`config.mk`:
```
export PLATFORM = sky130hd
export DESIGN_NAME = branch_move_or_exec
export DESIGN_NICKNAME = d
export VERILOG_FILES = /design/src/rtl/branch_move_or_exec_pkg.sv /design/src/rtl/file_reg_mem.sv /design/src/rtl/branch_move_or_exec.sv
export SDC_FILE = /design/constraint.sdc
export NUM_CORES = 1
export LEC_CHECK = 0
export BUFFER_PORTS_ARGS = -buffer_cell sky130_fd_sc_hd__buf_2
export CAP_MARGIN = 0
export CORE_ASPECT_RATIO = 1.2
export CORE_MARGIN = 3
export CORE_UTILIZATION = 55
export DETAILED_ROUTE_END_ITERATION = 8
export PLACE_DENSITY = 0.75
export SYNTH_ARGS = -nofsm -noshare
export SYNTH_HDL_FRONTEND = slang
export SYNTH_SLANG_ARGS = --single-unit
```
`constraint.sdc`:
```
create_clock -name ref_clk_in -period 4.05 [get_ports ref_clk_in]
set_clock_uncertainty 0.15 [all_clocks]
set_input_delay 0.2025 -clock ref_clk_in [delete_from_list [all_inputs] [get_ports ref_clk_in]]
set_output_delay 0.2025 -clock ref_clk_in [all_outputs]
set_load 0.01 [all_outputs]
```
`src/rtl/branch_move_or_exec_pkg.sv`:
```
/*
  Constants for the branch / move / OR execution block: opcodes, field
  positions, status bit positions, reset values and state codes.
  Assumes a 12-bit instruction word and an 8-bit data path.
*/
package branch_move_or_exec_pkg;

  localparam int INSTR_W = 12;
  localparam int DATA_W = 8;
  localparam int PC_W = 11;
  localparam int FADDR_W = 5;

  // Opcode patterns and the bits that each pattern compares
  localparam logic [11:0] OPC_NOP = 12'h000;
  localparam logic [11:0] OPC_OPTION = 12'h002;
  localparam logic [11:0] MSK_FULL = 12'hFFF;
  localparam logic [11:0] OPC_MOVE_ACC_TO_FILE = 12'h020;
  localparam logic [11:0] MSK_MOVE_ACC_TO_FILE = 12'hFE0;
  localparam logic [11:0] OPC_OR_ACC_WITH_FILE = 12'h100;
  localparam logic [11:0] OPC_MOVE_FILE = 12'h200;
  localparam logic [11:0] MSK_FILE_D = 12'hFC0;
  localparam logic [11:0] OPC_ABSOLUTE_BRANCH = 12'hA00;
  localparam logic [11:0] MSK_ABSOLUTE_BRANCH = 12'hE00;
  localparam logic [11:0] OPC_LOAD_LITERAL_ACC = 12'hC00;
  localparam logic [11:0] OPC_OR_LITERAL_INTO_ACC = 12'hD00;
  localparam logic [11:0] MSK_LITERAL = 12'hF00;

  // Instruction fields
  localparam int DEST_BIT = 5;
  localparam int BRANCH_K_MSB = 8;
  localparam int LIT_MSB = 7;
  localparam int FADDR_MSB = 4;

  // Status register layout and its file address
  localparam logic [4:0] STATUS_ADDR = 5'h03;
  localparam int STATUS_Z_BIT = 2;
  localparam int STATUS_PAGE_LSB = 5;
  localparam int STATUS_PAGE_MSB = 6;

  // Reset values
  localparam logic [10:0] PC_RST = 11'h000;
  localparam logic [7:0] ACC_RST = 8'h00;
  localparam logic [7:0] STATUS_RST = 8'h18;
  localparam logic [7:0] OPTION_RST = 8'hFF;

  // Two clocks per instruction cycle: decode, then execute
  localparam int CLKS_PER_ICYCLE = 2;

  typedef enum logic [1:0] {
    ST_DECODE = 2'b00,
    ST_EXECUTE = 2'b01,
    ST_FLUSH_D = 2'b10,
    ST_FLUSH_E = 2'b11
  } exec_state_e;

  typedef enum logic [3:0] {
    OP_NOP = 4'b0000,
    OP_ABSOLUTE_BRANCH = 4'b0001,
    OP_OR_LITERAL_INTO_ACC = 4'b0010,
    OP_OR_ACC_WITH_FILE = 4'b0011,
    OP_MOVE_ACC_TO_FILE = 4'b0100,
    OP_MOVE_FILE = 4'b0101,
    OP_LOAD_LITERAL_ACC = 4'b0110,
    OP_OPTION = 4'b0111,
    OP_OTHER = 4'b1000
  } op_e;

endpackage

```
`src/rtl/file_reg_mem.sv`:
```
/*
  General purpose file register storage, 32 words of 8 bits.
  Read data come out of a register one clock after the address.
  Assumes the caller never reads and writes the same word in one clock.
*/
module file_reg_mem
  import branch_move_or_exec_pkg::*;
(
  input wire logic ref_clk_in,
  input wire logic [FADDR_W-1:0] rd_addr_in,
  output logic [DATA_W-1:0] rd_data_out,
  input wire logic wr_en_in,
  input wire logic [FADDR_W-1:0] wr_addr_in,
  input wire logic [DATA_W-1:0] wr_data_in
);

  logic [DATA_W-1:0] mem_r [0:(1<<FADDR_W)-1];
  logic [DATA_W-1:0] rd_data_r;

  // No reset: contents are undefined until software writes them
  always_ff @(posedge ref_clk_in)
  begin
    if (wr_en_in)
    begin
      mem_r[wr_addr_in] <= wr_data_in;
    end
  end

  always_ff @(posedge ref_clk_in)
  begin
    rd_data_r <= mem_r[rd_addr_in];
  end

  assign rd_data_out = rd_data_r;

endmodule

```
`src/rtl/branch_move_or_exec.sv`:
```
/*
  Execution core for the branch, OR, move, literal and option group.
  Assumes instr_in holds the word at pc_out whenever fetch_out is high,
  and that one instruction cycle is two clocks of ref_clk_in.
*/
module branch_move_or_exec
  import branch_move_or_exec_pkg::*;
(
  input wire logic ref_clk_in,
  input wire logic sys_rst_in,
  input wire logic [INSTR_W-1:0] instr_in,
  output logic fetch_out,
  output logic [PC_W-1:0] pc_out,
  output logic [DATA_W-1:0] acc_out,
  output logic [DATA_W-1:0] status_out,
  output logic [DATA_W-1:0] option_out
);

  function automatic op_e decode_op(input logic [INSTR_W-1:0] w);
    op_e op;
    op = OP_OTHER;
    if ((w & MSK_FULL) == OPC_NOP)
      op = OP_NOP;
    else if ((w & MSK_FULL) == OPC_OPTION)
      op = OP_OPTION;
    else if ((w & MSK_MOVE_ACC_TO_FILE) == OPC_MOVE_ACC_TO_FILE)
      op = OP_MOVE_ACC_TO_FILE;
    else if ((w & MSK_FILE_D) == OPC_OR_ACC_WITH_FILE)
      op = OP_OR_ACC_WITH_FILE;
    else if ((w & MSK_FILE_D) == OPC_MOVE_FILE)
      op = OP_MOVE_FILE;
    else if ((w & MSK_ABSOLUTE_BRANCH) == OPC_ABSOLUTE_BRANCH)
      op = OP_ABSOLUTE_BRANCH;
    else if ((w & MSK_LITERAL) == OPC_LOAD_LITERAL_ACC)
      op = OP_LOAD_LITERAL_ACC;
    else if ((w & MSK_LITERAL) == OPC_OR_LITERAL_INTO_ACC)
      op = OP_OR_LITERAL_INTO_ACC;
    return op;
  endfunction

  // Zero flag follows the result; other status bits pass through
  function automatic logic [DATA_W-1:0] with_zero(input logic [DATA_W-1:0] st,
                                                  input logic [DATA_W-1:0] val);
    logic [DATA_W-1:0] res;
    res = st;
    res[STATUS_Z_BIT] = (val == '0);
    return res;
  endfunction

  exec_state_e state_r;
  exec_state_e state_nxt;
  logic [INSTR_W-1:0] instr_r;
  logic [PC_W-1:0] pc_r;
  logic [PC_W-1:0] pc_nxt;
  logic [DATA_W-1:0] acc_r;
  logic [DATA_W-1:0] acc_nxt;
  logic [DATA_W-1:0] status_r;
  logic [DATA_W-1:0] status_nxt;
  logic [DATA_W-1:0] option_r;
  logic [DATA_W-1:0] option_nxt;
  logic fetch_r;
  op_e op;
  logic dest_file;
  logic [FADDR_W-1:0] faddr;
  logic [DATA_W-1:0] literal;
  logic [DATA_W-1:0] mem_rd;
  logic [DATA_W-1:0] fval;
  logic file_wr_en;
  logic [DATA_W-1:0] file_wr_data;
  logic mem_wr_en;

  assign op = decode_op(instr_r);
  assign dest_file = instr_r[DEST_BIT];
  assign faddr = instr_r[FADDR_MSB:0];
  assign literal = instr_r[LIT_MSB:0];
  // Status lives outside the memory so its page bits are always at hand
  assign fval = (faddr == STATUS_ADDR) ? status_r : mem_rd;
  assign mem_wr_en = file_wr_en && (faddr != STATUS_ADDR);

  file_reg_mem u_file_reg_mem (
    .ref_clk_in(ref_clk_in),
    .rd_addr_in(instr_in[FADDR_MSB:0]),
    .rd_data_out(mem_rd),
    .wr_en_in(mem_wr_en),
    .wr_addr_in(faddr),
    .wr_data_in(file_wr_data)
  );

  always_comb
  begin
    state_nxt = state_r;
    case (state_r)
      ST_DECODE: state_nxt = ST_EXECUTE;
      ST_EXECUTE: state_nxt = (op == OP_ABSOLUTE_BRANCH) ? ST_FLUSH_D : ST_DECODE;
      ST_FLUSH_D: state_nxt = ST_FLUSH_E;
      ST_FLUSH_E: state_nxt = ST_DECODE;
      default: state_nxt = ST_DECODE;
    endcase
  end

  always_comb
  begin
    pc_nxt = pc_r;
    acc_nxt = acc_r;
    status_nxt = status_r;
    option_nxt = option_r;
    file_wr_en = 1'b0;
    file_wr_data = acc_r;
    if (state_r == ST_EXECUTE)
    begin
      pc_nxt = pc_r + PC_W'(1);
      case (op)
        OP_ABSOLUTE_BRANCH:
        begin
          pc_nxt[BRANCH_K_MSB:0] = instr_r[BRANCH_K_MSB:0];
          pc_nxt[PC_W-1:BRANCH_K_MSB+1] = status_r[STATUS_PAGE_MSB:STATUS_PAGE_LSB];
        end
        OP_OR_LITERAL_INTO_ACC:
        begin
          acc_nxt = acc_r | literal;
          status_nxt = with_zero(status_r, acc_r | literal);
        end
        OP_OR_ACC_WITH_FILE:
        begin
          file_wr_data = acc_r | fval;
          file_wr_en = dest_file;
          if (!dest_file)
            acc_nxt = acc_r | fval;
          status_nxt = with_zero(dest_file && faddr == STATUS_ADDR ? file_wr_data : status_r,
                                 file_wr_data);
        end
        OP_MOVE_ACC_TO_FILE:
        begin
          file_wr_en = 1'b1;
          file_wr_data = acc_r;
          if (faddr == STATUS_ADDR)
            status_nxt = acc_r;
        end
        OP_MOVE_FILE:
        begin
          file_wr_data = fval;
          file_wr_en = dest_file;
          if (!dest_file)
            acc_nxt = fval;
          status_nxt = with_zero(status_r, fval);
        end
        OP_LOAD_LITERAL_ACC: acc_nxt = literal;
        OP_OPTION: option_nxt = acc_r;
        default: pc_nxt = pc_r + PC_W'(1);
      endcase
    end
  end

  always_ff @(posedge ref_clk_in)
  begin
    if (sys_rst_in)
      state_r <= ST_DECODE;
    else
      state_r <= state_nxt;
  end

  // Fetch strobe is registered from state_nxt, so it is high in the same clock as ST_DECODE and instr_in lines up
  always_ff @(posedge ref_clk_in)
  begin
    if (sys_rst_in)
      fetch_r <= 1'b1;
    else
      fetch_r <= (state_nxt == ST_DECODE);
  end

  always_ff @(posedge ref_clk_in)
  begin
    if (sys_rst_in)
      instr_r <= OPC_NOP;
    else if (state_r == ST_DECODE)
      instr_r <= instr_in;
  end

  always_ff @(posedge ref_clk_in)
  begin
    if (sys_rst_in)
      pc_r <= PC_RST;
    else
      pc_r <= pc_nxt;
  end

  always_ff @(posedge ref_clk_in)
  begin
    if (sys_rst_in)
      acc_r <= ACC_RST;
    else
      acc_r <= acc_nxt;
  end

  always_ff @(posedge ref_clk_in)
  begin
    if (sys_rst_in)
      status_r <= STATUS_RST;
    else
      status_r <= status_nxt;
  end

  always_ff @(posedge ref_clk_in)
  begin
    if (sys_rst_in)
      option_r <= OPTION_RST;
    else
      option_r <= option_nxt;
  end

  assign fetch_out = fetch_r;
  assign pc_out = pc_r;
  assign acc_out = acc_r;
  assign status_out = status_r;
  assign option_out = option_r;

  AST_BRANCH_LOW: assert property (@(posedge ref_clk_in) disable iff (sys_rst_in)
    (state_r == ST_EXECUTE && op == OP_ABSOLUTE_BRANCH)
      |=> pc_r[BRANCH_K_MSB:0] == $past(instr_r[BRANCH_K_MSB:0]))
    else $error("Branch low target wrong");

  AST_BRANCH_PAGE: assert property (@(posedge ref_clk_in) disable iff (sys_rst_in)
    (state_r == ST_EXECUTE && op == OP_ABSOLUTE_BRANCH)
      |=> pc_r[PC_W-1:BRANCH_K_MSB+1] == $past(status_r[STATUS_PAGE_MSB:STATUS_PAGE_LSB]))
    else $error("Branch page bits wrong");

  AST_BRANCH_TWO: assert property (@(posedge ref_clk_in) disable iff (sys_rst_in)
    (state_r == ST_EXECUTE && op == OP_ABSOLUTE_BRANCH)
      |=> $stable(status_r) && state_r == ST_FLUSH_D ##1 state_r == ST_FLUSH_E
          ##1 state_r == ST_DECODE && $stable(pc_r))
    else $error("Branch not two cycles");

  AST_OR_LIT: assert property (@(posedge ref_clk_in) disable iff (sys_rst_in)
    (state_r == ST_EXECUTE && op == OP_OR_LITERAL_INTO_ACC)
      |=> acc_r == ($past(acc_r) | $past(literal)) && status_r[STATUS_Z_BIT] == (acc_r == '0))
    else $error("OR literal result wrong");

  AST_OR_FILE: assert property (@(posedge ref_clk_in) disable iff (sys_rst_in)
    (state_r == ST_EXECUTE && op == OP_OR_ACC_WITH_FILE)
      |-> file_wr_en == dest_file && file_wr_data == (acc_r | fval)
          ##1 acc_r == ($past(dest_file) ? $past(acc_r) : $past(file_wr_data)))
    else $error("OR file destination wrong");

  AST_ACC_TO_FILE: assert property (@(posedge ref_clk_in) disable iff (sys_rst_in)
    (state_r == ST_EXECUTE && op == OP_MOVE_ACC_TO_FILE && faddr != STATUS_ADDR)
      |-> mem_wr_en && file_wr_data == acc_r ##1 $stable(status_r))
    else $error("Accumulator to file wrong");

  AST_MOVE_FILE: assert property (@(posedge ref_clk_in) disable iff (sys_rst_in)
    (state_r == ST_EXECUTE && op == OP_MOVE_FILE && !dest_file)
      |=> acc_r == $past(fval))
    else $error("File move to accumulator wrong");

  AST_MOVE_ZERO: assert property (@(posedge ref_clk_in) disable iff (sys_rst_in)
    (state_r == ST_EXECUTE && op == OP_MOVE_FILE)
      |=> status_r[STATUS_Z_BIT] == ($past(fval) == '0))
    else $error("File move zero flag wrong");

  AST_LOAD_LIT: assert property (@(posedge ref_clk_in) disable iff (sys_rst_in)
    (state_r == ST_EXECUTE && op == OP_LOAD_LITERAL_ACC)
      |=> acc_r == $past(literal) && $stable(status_r))
    else $error("Literal load wrong");

  AST_OPTION: assert property (@(posedge ref_clk_in) disable iff (sys_rst_in)
    (state_r == ST_EXECUTE && op == OP_OPTION)
      |=> option_r == $past(acc_r) && $stable(status_r) && $stable(acc_r))
    else $error("Option load wrong");

  AST_NOP: assert property (@(posedge ref_clk_in) disable iff (sys_rst_in)
    (state_r == ST_EXECUTE && op == OP_NOP)
      |=> pc_r == $past(pc_r) + PC_W'(1) && $stable(acc_r) && $stable(status_r)
          && $stable(option_r) && state_r == ST_DECODE)
    else $error("No-operation changed state");

  AST_ONE_CYCLE: assert property (@(posedge ref_clk_in) disable iff (sys_rst_in)
    (state_r == ST_EXECUTE && op != OP_ABSOLUTE_BRANCH)
      |=> state_r == ST_DECODE && fetch_out)
    else $error("Instruction took more than one cycle");

endmodule

```
# Word level (Yosys, flattened, before mapping)
# Memories as Yosys holds them, arrays and structs flattened. A register that Yosys moved wholly into a read port is not among the register bits.
# Cells that the tools add are included.
# word_totals
ff_bits	50
latchBits	0
mem_bits_rw	256
mem_bits_ro	0
output_inout_bits	36
elab_cells	77
mem_count	1
# classes
add_sub_neg	1
mul	0
n_div	0
magnitude_cmp	0
eq_ne	23
shift	0
muxes	24
bitwise_logic	4
reduce_logical	16
# memory_table
memory	words	word_bits	rd	rd_ports_with_merged_regs	write_ports	line_no	source
u_file_reg_mem.mem_r	32	8	1	1	1	file_reg_mem.sv:17	logic [DATA_W-1:0] mem_r [0:(1<<FADDR_W)-1];
# op_table
cell	n
$pmux 8 s4	2
$mux 8	6
$mux 4	8
$logic_not 8->1	3
$eq 4x3->1 const B	4
$or 8x8->8	2
$pmux 8 s2	1
$eq 12x2->1 const B	1
$logic_not 12->1	1
$add 11x1->11 const B	1
$mux 11	1
$eq 4x2->1 const B	2
$eq 4x4->1 const B	2
$ne 2x2->1 const B	4
$pmux 2 s4	1
$reduce_bool 4->1	2
$eq 7x1->1 const B	1
$eq 6x3->1 const B	1
$eq 6x4->1 const B	1
$reduce_and 6->1	1
$eq 5x2->1 const B	1
$ne 5x2->1 const B	1
$eq 2x2->1 const B	2
$eq 4x1->1 const B	1
other kinds (13)	18

# Logic depth before layout (Yosys ltp)
# Gate-level depths: netlist of run 1.
# logic_depth
word_depth	16
ltp_mapped	7
mapped_depth_nobuf	6

# By module
# Synthesis of run 1 repeated with hierarchy kept, for this count alone.
# unflattened
hier_cells	756
hier_area_um2	12778.5
# by_module_without_submodules
module	n_inst	cells_per_inst	area_each_um2	seq_area_each_um2
file_reg_mem	1	417	10053.4	7847.5
branch_move_or_exec	1	339	2725.1	1001.0

# Worst setup path before layout of run 1
# Ideal clock, no wire load.
# synth_timing
path_kind	register to register
from	reg instr_r[11]
to	mem u_file_reg_mem.mem_r[0][2] (data pin)
setup_time_ns	0.362
arrival_time_ns	2.422
required_time_ns	3.538
slack_ns	1.116
path_stages_with_launch	5
path_cell_list	dfxtp_1 -> or4_1 -> or3_1 -> clkbuf_1 -> o21ai_1
# synth_via
elab_chain_len	12
elab_cells_between_ends	20
# synth_rtl
element	line_no	source
from (decl)	branch_move_or_exec.sv:52	logic [INSTR_W-1:0] instr_r;
from (signal assigned)	branch_move_or_exec.sv:176	instr_r <= instr_in;
$eq 4x4->1	branch_move_or_exec.sv:36	else if ((w & MSK_LITERAL) == OPC_OR_LITERAL_INTO_ACC)
$mux 4	branch_move_or_exec.sv:36	
$mux 4	branch_move_or_exec.sv:34	else if ((w & MSK_LITERAL) == OPC_LOAD_LITERAL_ACC)
$mux 4	branch_move_or_exec.sv:32	else if ((w & MSK_ABSOLUTE_BRANCH) == OPC_ABSOLUTE_BRANCH)
$mux 4	branch_move_or_exec.sv:30	else if ((w & MSK_FILE_D) == OPC_MOVE_FILE)
$mux 4	branch_move_or_exec.sv:28	else if ((w & MSK_FILE_D) == OPC_OR_ACC_WITH_FILE)
$mux 4	branch_move_or_exec.sv:26	else if ((w & MSK_MOVE_ACC_TO_FILE) == OPC_MOVE_ACC_TO_FILE)
$mux 4	branch_move_or_exec.sv:24	else if ((w & MSK_FULL) == OPC_OPTION)
$mux 4 *	branch_move_or_exec.sv:22	if ((w & MSK_FULL) == OPC_NOP)
$eq 4x3->1 or $eq 4x2->1 (tied branches)	branch_move_or_exec.sv:112	case (op)
$pmux 8 s2 *	branch_move_or_exec.sv:112	
$mux 8 *	branch_move_or_exec.sv:109	if (state_r == ST_EXECUTE)
named net file_wr_data[2]	branch_move_or_exec.sv:69	logic [DATA_W-1:0] file_wr_data;
to (decl)	file_reg_mem.sv:17	
# Mark *: on every way through the listed nets, which the timed path passes. The rest lies on a longest branch.

# Final worst setup path of run 1
# layout_timing
from	reg instr_r[11]
to	mem u_file_reg_mem.mem_r[17][5] (data pin)
# The elaborated chain is that of the path after synthesis.

==> results.md, run 1 <==
* Post-layout util at a little under two thirds
* Clock transition at the registers of the reported paths at around 0.060 ns
* Nets@finish at ~840
* RSZ-0062 raised after global routing: no
* Minimum clock period at approximately 3.2 ns
* Least-Margin Pin Slew at about 1.3 ns
* GRT overflow at 0
* Layout cell share with drive strength beyond 1 at between 20% and 30%
* Final slew viol count at 0
* Top delay family on crit path: simple AND/OR/NAND/NOR gates
* Post-CTS Setup Repair Bufs at 0
* Kind of critical path: reg2reg
* Maximum vdd drop at around 0.36 mV
* Layout area overhead at 13.8%
* Pwr dens at about 470 mW/mm^2
* Setup-failing EPs final at 0
* First-pass GRT wire length at about 43,000 um
* Worst-path cell chain: or4_1 -> or3_1 -> o21ai_2
* Slowest cell on the critical path: o21ai_2
* Initial antenna violation count at 0
* Crit. End Element: flop
* Primary FF master, synth: edfxtp_1
* Ys Warns at 0
* Synth top cells by count: edfxtp_1 (256), mux4_2 (80), nor2_1 (66)
* Final WL at slightly below 30,000 um
* Compound-Gate Fraction of Synth Area at just over 5%
* CTS H-tree depth at 1
* Detailed Routing Iterations Pass 1 at 5
* Die W at roughly 140 um
* Final-report hold violation count at 0
* Vias in the first global route at a little over 7,000
* CP Max Fanout at 32
* Largest area contributor in the netlist: edfxtp_1
* Via/cell ratio at approximately 6.4
* Num rows at 60
* Asr flop ratio synth at 0%
* Mapped Area at 0.0126 mm^2
* Routed vias at slightly above 7,000
* Skew-Pair Late Insertion Delay at 0.54 ns
* Xor/xnor share of the synthesized area at less than 1%
* I/O pin total at 50
* Worst hold path class: in2reg
* Remaining DRCs at 0
* IO buf count at just under 50
* Mean Syn Cell Area at 16.9 um^2
* CTS tree: yes
* Mux share of post-synthesis cell area at between 15 and 20%
* Area of the die at around 0.025 mm^2
* CTS max path bufs at 3
* Chip height at about 170 um
* WL/cell at 25.8 um
* Placer Congestion at a little under 1
* Status: complete, no violations
* CP Launch Type: flop
* Worst path max stage delay at 1.00 ns
* Critical path data required time at slightly above 4 ns
* Post-synthesis adder-cell area fraction at less than 1%
* Yosys top cell area share at just over 60%
* Hpwl dp at between 15,000 and 20,000 um
* Synth Area in Simple Gates at a little under 7%
* CTS resizes at 0
* Top-count cell post-synth: edfxtp_1
* Slew HR at 15.9%
* Reg2Reg Setup Slack at around 0.9 ns
* Core area at approximately 0.022 mm^2
* CTS buffer count at 29
* Antenna diodes at 0
* Synth Register Bits at 314
* Fmax at 315 MHz
* Buffers and inverters on the worst path at 0
* GR Util All Layers at 23.4%
* Synth area leaders: edfxtp_1 (61%), mux4_2 (14%), dfxtp_1 (9.2%)
* Setup TNS at 0 ns
* Initial Util at 56.1%
* Iter 0 DRT Violations at between 700 and 800
* Fin crit share at 78.4%
* WP data arrival at about 3.2 ns
* LEAKAGE at around 0.0047 uW
* Post-route ant nets at 0
* Max Cap Viol at 0
* Largest net degree at the start of global routing at 45
* Clk root buf: clkbuf_16
* FILL cells at 1,499
* Register area share after synthesis at 70.3%
* Number of library cell types mapped by synthesis at 51
* Clock net sink count at 314
* Post-synth EDFFs at 256
* Cell count after synthesis at about 750
* Largest family of logic cells by synthesized area: multiplexers
==> worst min-delay path, cell delays in order <==
cell and delay (ns):
buf_2 0.30, nand2_1 0.14, a21oi_1 0.07
==> report_power, final <==
| group | switching (uW) | internal (uW) | total (uW) |
|---|---|---|---|
| Clock | 1140 | 1670 | 2820 |
| Sequential | 44.9 | 3510 | 3550 |
| Combinational | 211 | 161 | 371 |
==> per-layer routing <==
metal / GRT usage, % / part of all wire, % / vias to the layer above
li1: - / - / 3100
met2: 40.4 / 51 / 389
met4: 7.02 / 2.9 / 0
met3: 3.64 / 7.7 / 69
met5: 0 / 0 / -
met1: 31.1 / 38 / 3658
==> sequential cells by signal (all words and copies together) (netlist names) <==
signal	cells
fetch_out	1
instr_r	12
u_file_reg_mem.rd_data_out	8
status_out	8
state_r	2
option_out	8
acc_out	8
u_file_reg_mem.mem_r	256
pc_out	11
==> cell families after synthesis <==
family | after synthesis
buffers and inverters | 60
other | 1
xor gates and xnor gates | 7
adders and majority gates | 1
muxes | 89
AOI/OAI and AO/OA | 92
and+or+nand+nor | 183
DFF | 314
==> area by class of cell <==
cell class | instances | area [um^2] | share of cell area [%]
tap | 279 | 349 | 2.44
sequential | 314 | 8850 | 61.7
clock buffer | 35 | 768 | 5.36
inverter | 11 | 41.3 | 0.288
multi-input combinational | 380 | 3520 | 24.6
timing repair buffer | 87 | 578 | 4.03
clock inverter | 18 | 221 | 1.55
==> what timing repair did <==
action,in CTS,in global routing
hold endpoints to repair,14,0
hold buffers,8,0
setup endpoints to repair,0,0
==> per-stage QoR <==
stage	power, uW	instance area, um^2	setup slack [ns]	std cells	hold slack [ns]
3_5_place_dp	3980	13300	0.868	1063	0.296
6_report	6740	14300	0.875	1124	0.0866
4_1_cts	6760	14300	0.859	1124	0.0565
5_1_grt	6930	14300	0.698	1124	0.0852
2_1_floorplan	3870	12600	1.12	754	0.188
3_3_place_gp	3970	13300	1.06	1063	0.294
==> cell usage in the layout (no fill, tap or decap), types with 6 or more instances in the layout <==
master	n
edfxtp_1	256
mux4_2	80
nor2_1	66
dfxtp_1	58
nand2_1	50
buf_2	48
clkbuf_16	29
buf_4	29
a21oi_1	22
inv_1	11
and3_1	11
nand4_1	9
nand3_1	9
mux2_2	8
a211o_1	8
dlygate4sd3_1	8
conb_1	8
nor4_1	7
o21ai_0	7
a221oi_1	7
a211oi_1	7
o21a_1	7
o2bb2ai_1	7
o21ai_2	6
a22oi_1	6
==> final timing paths <==
path	from	end	cells past startpoint
setup / recovery	instr_r[11]	u_file_reg_mem.mem_r[17][5]	3
hold / removal	instr_in[3]	instr_r[3]	3
setup reg to reg	instr_r[11]	u_file_reg_mem.mem_r[17][5]	3
hold reg to reg	option_out[0]	option_out[0]	1
Power figures use the tool's default switching activity.
==> run 2: changes to the inputs <==
- PLACE_DENSITY: 0.75 -> 0.78
- clock period: 4.05 -> 2.8 ns (I/O delays scaled with it)
==> run 2 against run 1 <==
Compared with the run above: first-iteration DRC count fell by 6.2%; setup slack got worse by 0.82 ns; register-to-register slack worse by 0.82 ns; via count up 1.2%; total power rose by 39%; die area unchanged; global-route usage shrank 0.61 points; non-clock buffer count up 49; sequential power increased by 44%; final cell count increased by 4.3%; clock-buffer cell count rose by 7.
==> results.md, run 2 (same netlist as run 1, synthesis figures left out) <==
* Status: complete, no violations
* Largest net degree at the start of global routing at 66
* Final slew viol count at 0
* Area of the die at 0.0248 mm^2
* Total power at around 9400 uW
* Critical path data required time at just under 3 ns
* Net Sw Frac at just over 20%
* CTS tree: yes
* Storage element area at ~0.0088 mm^2
* Worst path max stage delay at approximately 0.57 ns
* Switching power at ~1900 uW
* Via/cell ratio at roughly 6.2
* Initial antenna violation count at 0
* I/O pin total at 50
* GR Util All Layers at around 23%
* Layout area overhead at 16.3%
* GRT overflow at 0
* Setup-failing EPs final at 0
* CTS H-tree depth at 1
* Chip height at 172 um
* CTS max path bufs at 3
* IO buf count at just under 50
* Nets@finish at between 800 and 900
* WL/cell at 23.7 um
* RSZ-0062 raised after global routing: no
* Min-delay src: instr_in[0]
* Clk pwr share at a little under 40%
* Iter 0 DRT Violations at 706
* Top reg by flops: u_file_reg_mem.mem_r
* Skew-Pair Late Insertion Delay at approximately 0.54 ns
* Final WL at between 20,000 and 30,000 um
* Pint at roughly 7400 uW
* Core area at 0.0224 mm^2
* Clk root buf: clkbuf_16
* Slowest cell on the critical path: or3_1
* Post-route ant nets at 0
* Slew HR at about 45%
* First-pass GRT wire length at 42,900 um
* CP Max Fanout at 10
* Detailed Routing Iterations Pass 1 at 6
* Comb pwr share at between 6 and 7%
* Vias in the first global route at 7,466
* Hpwl dp at roughly 18,000 um
* Cell mode on critical path: buf_4
* WP data arrival at 2.83 ns
* Crit. End Element: flop
* Fin crit share at roughly 98%
* Final-report hold violation count at 0
* Least-Margin Pin Slew at 0.815 ns
* Fmax at ~360 MHz
* CP Launch Type: flop
* Routed vias at roughly 7,300
* Initial Util at ~56%
* Remaining DRCs at 0
* Die W at 144 um
* Leading cell type in the layout, fill and taps excluded: edfxtp_1
* RR Startpoint: instr_r[11]
* Clock net sink count at between 300 and 400
* Worst hold path class: in2reg
* Post-layout util at 65.2%
* Pwr dens at approximately 640 mW/mm^2
* Minimum clock period at 2.75 ns
* FILL cells at 1,434
* Multi-input gate area at about 0.0035 mm^2
* Clock transition at the registers of the reported paths at 0.06 ns
* Max reg flops at about 260
* Maximum vdd drop at between 0.4 and 0.5 mV
* Commonest non-fill, non-tap cells in the layout: edfxtp_1 (256), mux4_2 (80), nor2_1 (66), buf_4 (65), dfxtp_1 (58)
* Worst-path cell chain: buf_4 -> nor4_1 -> buf_4 -> nand4_1 -> or3_1 -> nor2_1 -> buf_4
* CTS buffer count at 29
* Max Cap Viol at 0
* LEAKAGE at between 0.004 and 0.005 uW
* Antenna diodes at 0
* Num rows at 60
* Kind of critical path: reg2reg
* Layout cell share with drive strength beyond 1 at between 20 and 30%
* Crit path from: instr_r[11]
* Post-CTS Setup Repair Bufs at 0
* Part of the power in registers at about 55%
* Placer Congestion at between 0.9 and 1
[run 2: critical path, delay by kind of cell, from the launching register on]
family,cells,cell delay [ns]
buffers and inverters,3,0.61
flip-flops,1,0.32
AND/OR/NAND/NOR,4,1.37
[run 2: repair_timing]
item                                   in CTS  in global routing
resized for setup                           0                  1
hold buffers                               19                  0
endpoints found under the hold margin      27                  0
setup endpoints to repair                   0                 32
[run 2: routing by layer]
layer  vias up  global-route usage [%]  wire [um]
met5         -                       0          0
met4         0                    8.64       1110
met3        79                    2.59       1720
met2       361                    40.7      14600
met1      3668                    28.8      10400
li1       3198                       -          -
[run 2: path summary, 6_finish.rpt]
| kind | cells past startpoint | endpoint | slack, ns |
|---|---|---|---|
| hold / removal | 4 | instr_r[0] | 0.03 |
| hold reg to reg | 1 | option_out[3] | 0.31 |
| setup / recovery | 7 | u_file_reg_mem.mem_r[16][5] | 0.05 |
| setup reg to reg | 7 | u_file_reg_mem.mem_r[16][5] | 0.05 |
[run 2: area by class of cell]
| class | count | share of cell area [%] |
|---|---|---|
| inverters | 11 | 0.282 |
| repair buffers | 136 | 6.82 |
| flip-flops and latches | 314 | 60.4 |
| well taps | 279 | 2.38 |
| clock buffers | 42 | 5.50 |
| clock inverters | 10 | 0.470 |
| multi-input cells | 380 | 24.1 |
[run 2: metrics by stage]
step / instances / worst slack [ns] / hold slack, ns / TNS [ns] / instance area (um^2)
2_1_floorplan: 754 / -0.134 / 0.126 / -17.12 / 12600
3_3_place_gp: 1101 / 0.188 / 0.241 / 0 / 13600
3_5_place_dp: 1101 / 0.0421 / 0.252 / 0 / 13600
4_1_cts: 1172 / 0.00974 / 0.000277 / 0 / 14600
5_1_grt: 1172 / 0.00956 / 0.0396 / 0 / 14600
6_report: 1172 / 0.0532 / 0.0254 / 0 / 14600
[run 2: power by group through the flow]
stage	sequential (uW)	clock (uW)	combinational, uW
after floorplan	5200	0	397
after global placement	5210	0	579
after detailed placement	5210	0	594
after CTS	5110	3680	631
after global routing	5110	3880	681
final	5110	3630	636
==> run 3: changes to the inputs <==
- HOLD_SLACK_MARGIN: not set -> 0.05
==> run 3 against run 2 <==
Compared with the run above: sequential share of layout area decreased by 0.082 points; worst hold slack gained 0.28 ns; first-iteration DRC count shrank 2.5%; non-clock buffer count grew 2.
==> results.md, run 3 (same netlist as run 1, synthesis figures left out) <==
* Status: complete, no violations
* WHS Path Cells at 1
* Setup slack after layout at between 0.04 and 0.05 ns
* Largest net degree at the start of global routing at between 60 and 70
* Min-Delay Endpoint: option_out[3]
* Die W at ~140 um
* Worst path max stage delay at ~0.57 ns
* CP Max Fanout at 10
* Routed vias at around 7,400
* Skew-Pair Late Insertion Delay at ~0.54 ns
* Maximum vdd drop at between 0.4 and 0.5 mV
* I/O pin total at 50
* Worst slack, placed at around 0.042 ns
* Total power at 9390 uW
* Post-route ant nets at 0
* Min-delay src: option_out[3]
* First-pass GRT wire length at around 43,000 um
* Worst-path cell chain: buf_4 -> nor4_1 -> buf_4 -> nand4_1 -> or3_1 -> nor2_1 -> buf_4
* Core area at 0.0224 mm^2
* Detailed Routing Iterations Pass 1 at 6
* RR Startpoint: instr_r[11]
* Crit. End Element: flop
* Slowest cell on the critical path: or3_1
* Remaining DRCs at 0
* Worst hold path class: reg2reg
* Commonest non-fill, non-tap cells in the layout: edfxtp_1 (256), mux4_2 (80), nor2_1 (66), buf_4 (65), dfxtp_1 (58)
* Least-Margin Pin Slew at 0.837 ns
* Antenna diodes at 0
* Post-layout util at 65.3%
* CTS buffer count at 29
* Critical path data required time at 2.89 ns
* IO buf count at a little under 50
* Post-CTS Setup Repair Bufs at 0
* Via/cell ratio at roughly 6.3
* CTS H-tree depth at 1
* Top reg by flops: u_file_reg_mem.mem_r
* Final slew viol count at 0
* Final WL at between 20,000 and 30,000 um
* Clk root buf: clkbuf_16
* LEAKAGE at a little under 0.005 uW
* CP Launch Type: flop
* Kind of critical path: reg2reg
* Crit path from: instr_r[11]
* Nets@finish at between 800 and 900
* Max reg flops at about 260
* CTS tree: yes
* Final-report hold violation count at 0
* Max Cap Viol at 0
* Reg2Reg Setup Slack at around 0.048 ns
* Iter 0 DRT Violations at 688
* Num rows at 60
* Area of the die at between 0.02 and 0.025 mm^2
* RSZ-0062 raised after global routing: no
* Initial Util at a little under three fifths
* Pwr dens at between 600 and 700 mW/mm^2
* WL/cell at 23.8 um
* Vias in the first global route at around 7,500
* Layout area overhead at 16.4%
* Minimum clock period at between 2 and 3 ns
* WP data arrival at ~2.8 ns
* CTS max path bufs at 3
* RR Endpoint: u_file_reg_mem.mem_r[16][5]
* Hpwl dp at ~18,000 um
* Placed inst area at ~0.014 mm^2
* Chip height at around 170 um
* Setup-failing EPs final at 0
* Cell mode on critical path: buf_4
* Initial antenna violation count at 0
* Placer Congestion at ~0.97
* GRT overflow at 0
* Fmax at roughly 360 MHz
* Slew HR at between 40 and 50%
* GR Util All Layers at a little under a quarter
* Worst Reg-to-Reg Cells at 7
* Finished Cell Area at around 0.015 mm^2
* Leading cell type in the layout, fill and taps excluded: edfxtp_1
* Fin crit share at a little over nine tenths
* Clock transition at the registers of the reported paths at 0.06 ns
* Layout cell share with drive strength beyond 1 at between 20% and 30%
* Clock net sink count at around 310
[run 3: what timing repair did]
item,4_1_cts,5_1_grt
hold endpoints to repair,31,0
gates resized for setup,0,1
hold buffers,21,0
endpoints found under the setup margin,0,32
[run 3: per-layer routing]
metal,wire (um),track usage [%],share of wire [%]
met4,1160,8.60,4.2
met3,1680,2.61,6.0
met1,10400,28.8,37
met5,0,0,0
met2,14600,40.6,52
[run 3: worst max-delay path by stage]
stage,to,cells past startpoint
finish,u_file_reg_mem.mem_r[16][5],7
global route,u_file_reg_mem.mem_r[16][4],7
CTS,u_file_reg_mem.mem_r[23][5],3
detailed placement,u_file_reg_mem.mem_r[24][5],3
global placement,u_file_reg_mem.mem_r[24][5],3
floorplan,u_file_reg_mem.mem_r[0][5],4
[run 3: cell type report]
cell class / count / area (um^2)
Clock buffer: 42 / 806
Clock inverter: 10 / 68.8
Fill cell: 1430 / 7780
Inverter: 11 / 41.3
Multi-Input combinational cell: 380 / 3530
Sequential cell: 314 / 8850
Tap cell: 279 / 349
Timing Repair Buffer: 138 / 1020
[run 3: per-stage QoR]
step                      hold WS (ns)  TNS (ns)  instances
after floorplan                  0.126    -17.12        754
after global placement           0.241         0       1101
after detailed placement         0.252         0       1101
after CTS                        0.310         0       1174
after global routing             0.328         0       1174
final                            0.308         0       1174
[run 3: report_power, final]
| group | total, uW | switching [uW] | internal (uW) |
|---|---|---|---|
| Clock | 3640 | 1570 | 2070 |
| Combinational | 639 | 355 | 283 |
| Sequential | 5110 | 37.6 | 5080 |
[run 3: critical path, delay by kind of cell, from the launching register on]
kind                   cells  cell delay (ns)
and+or+nand+nor            4             1.39
DFF                        1             0.32
buffers and inverters      3             0.60
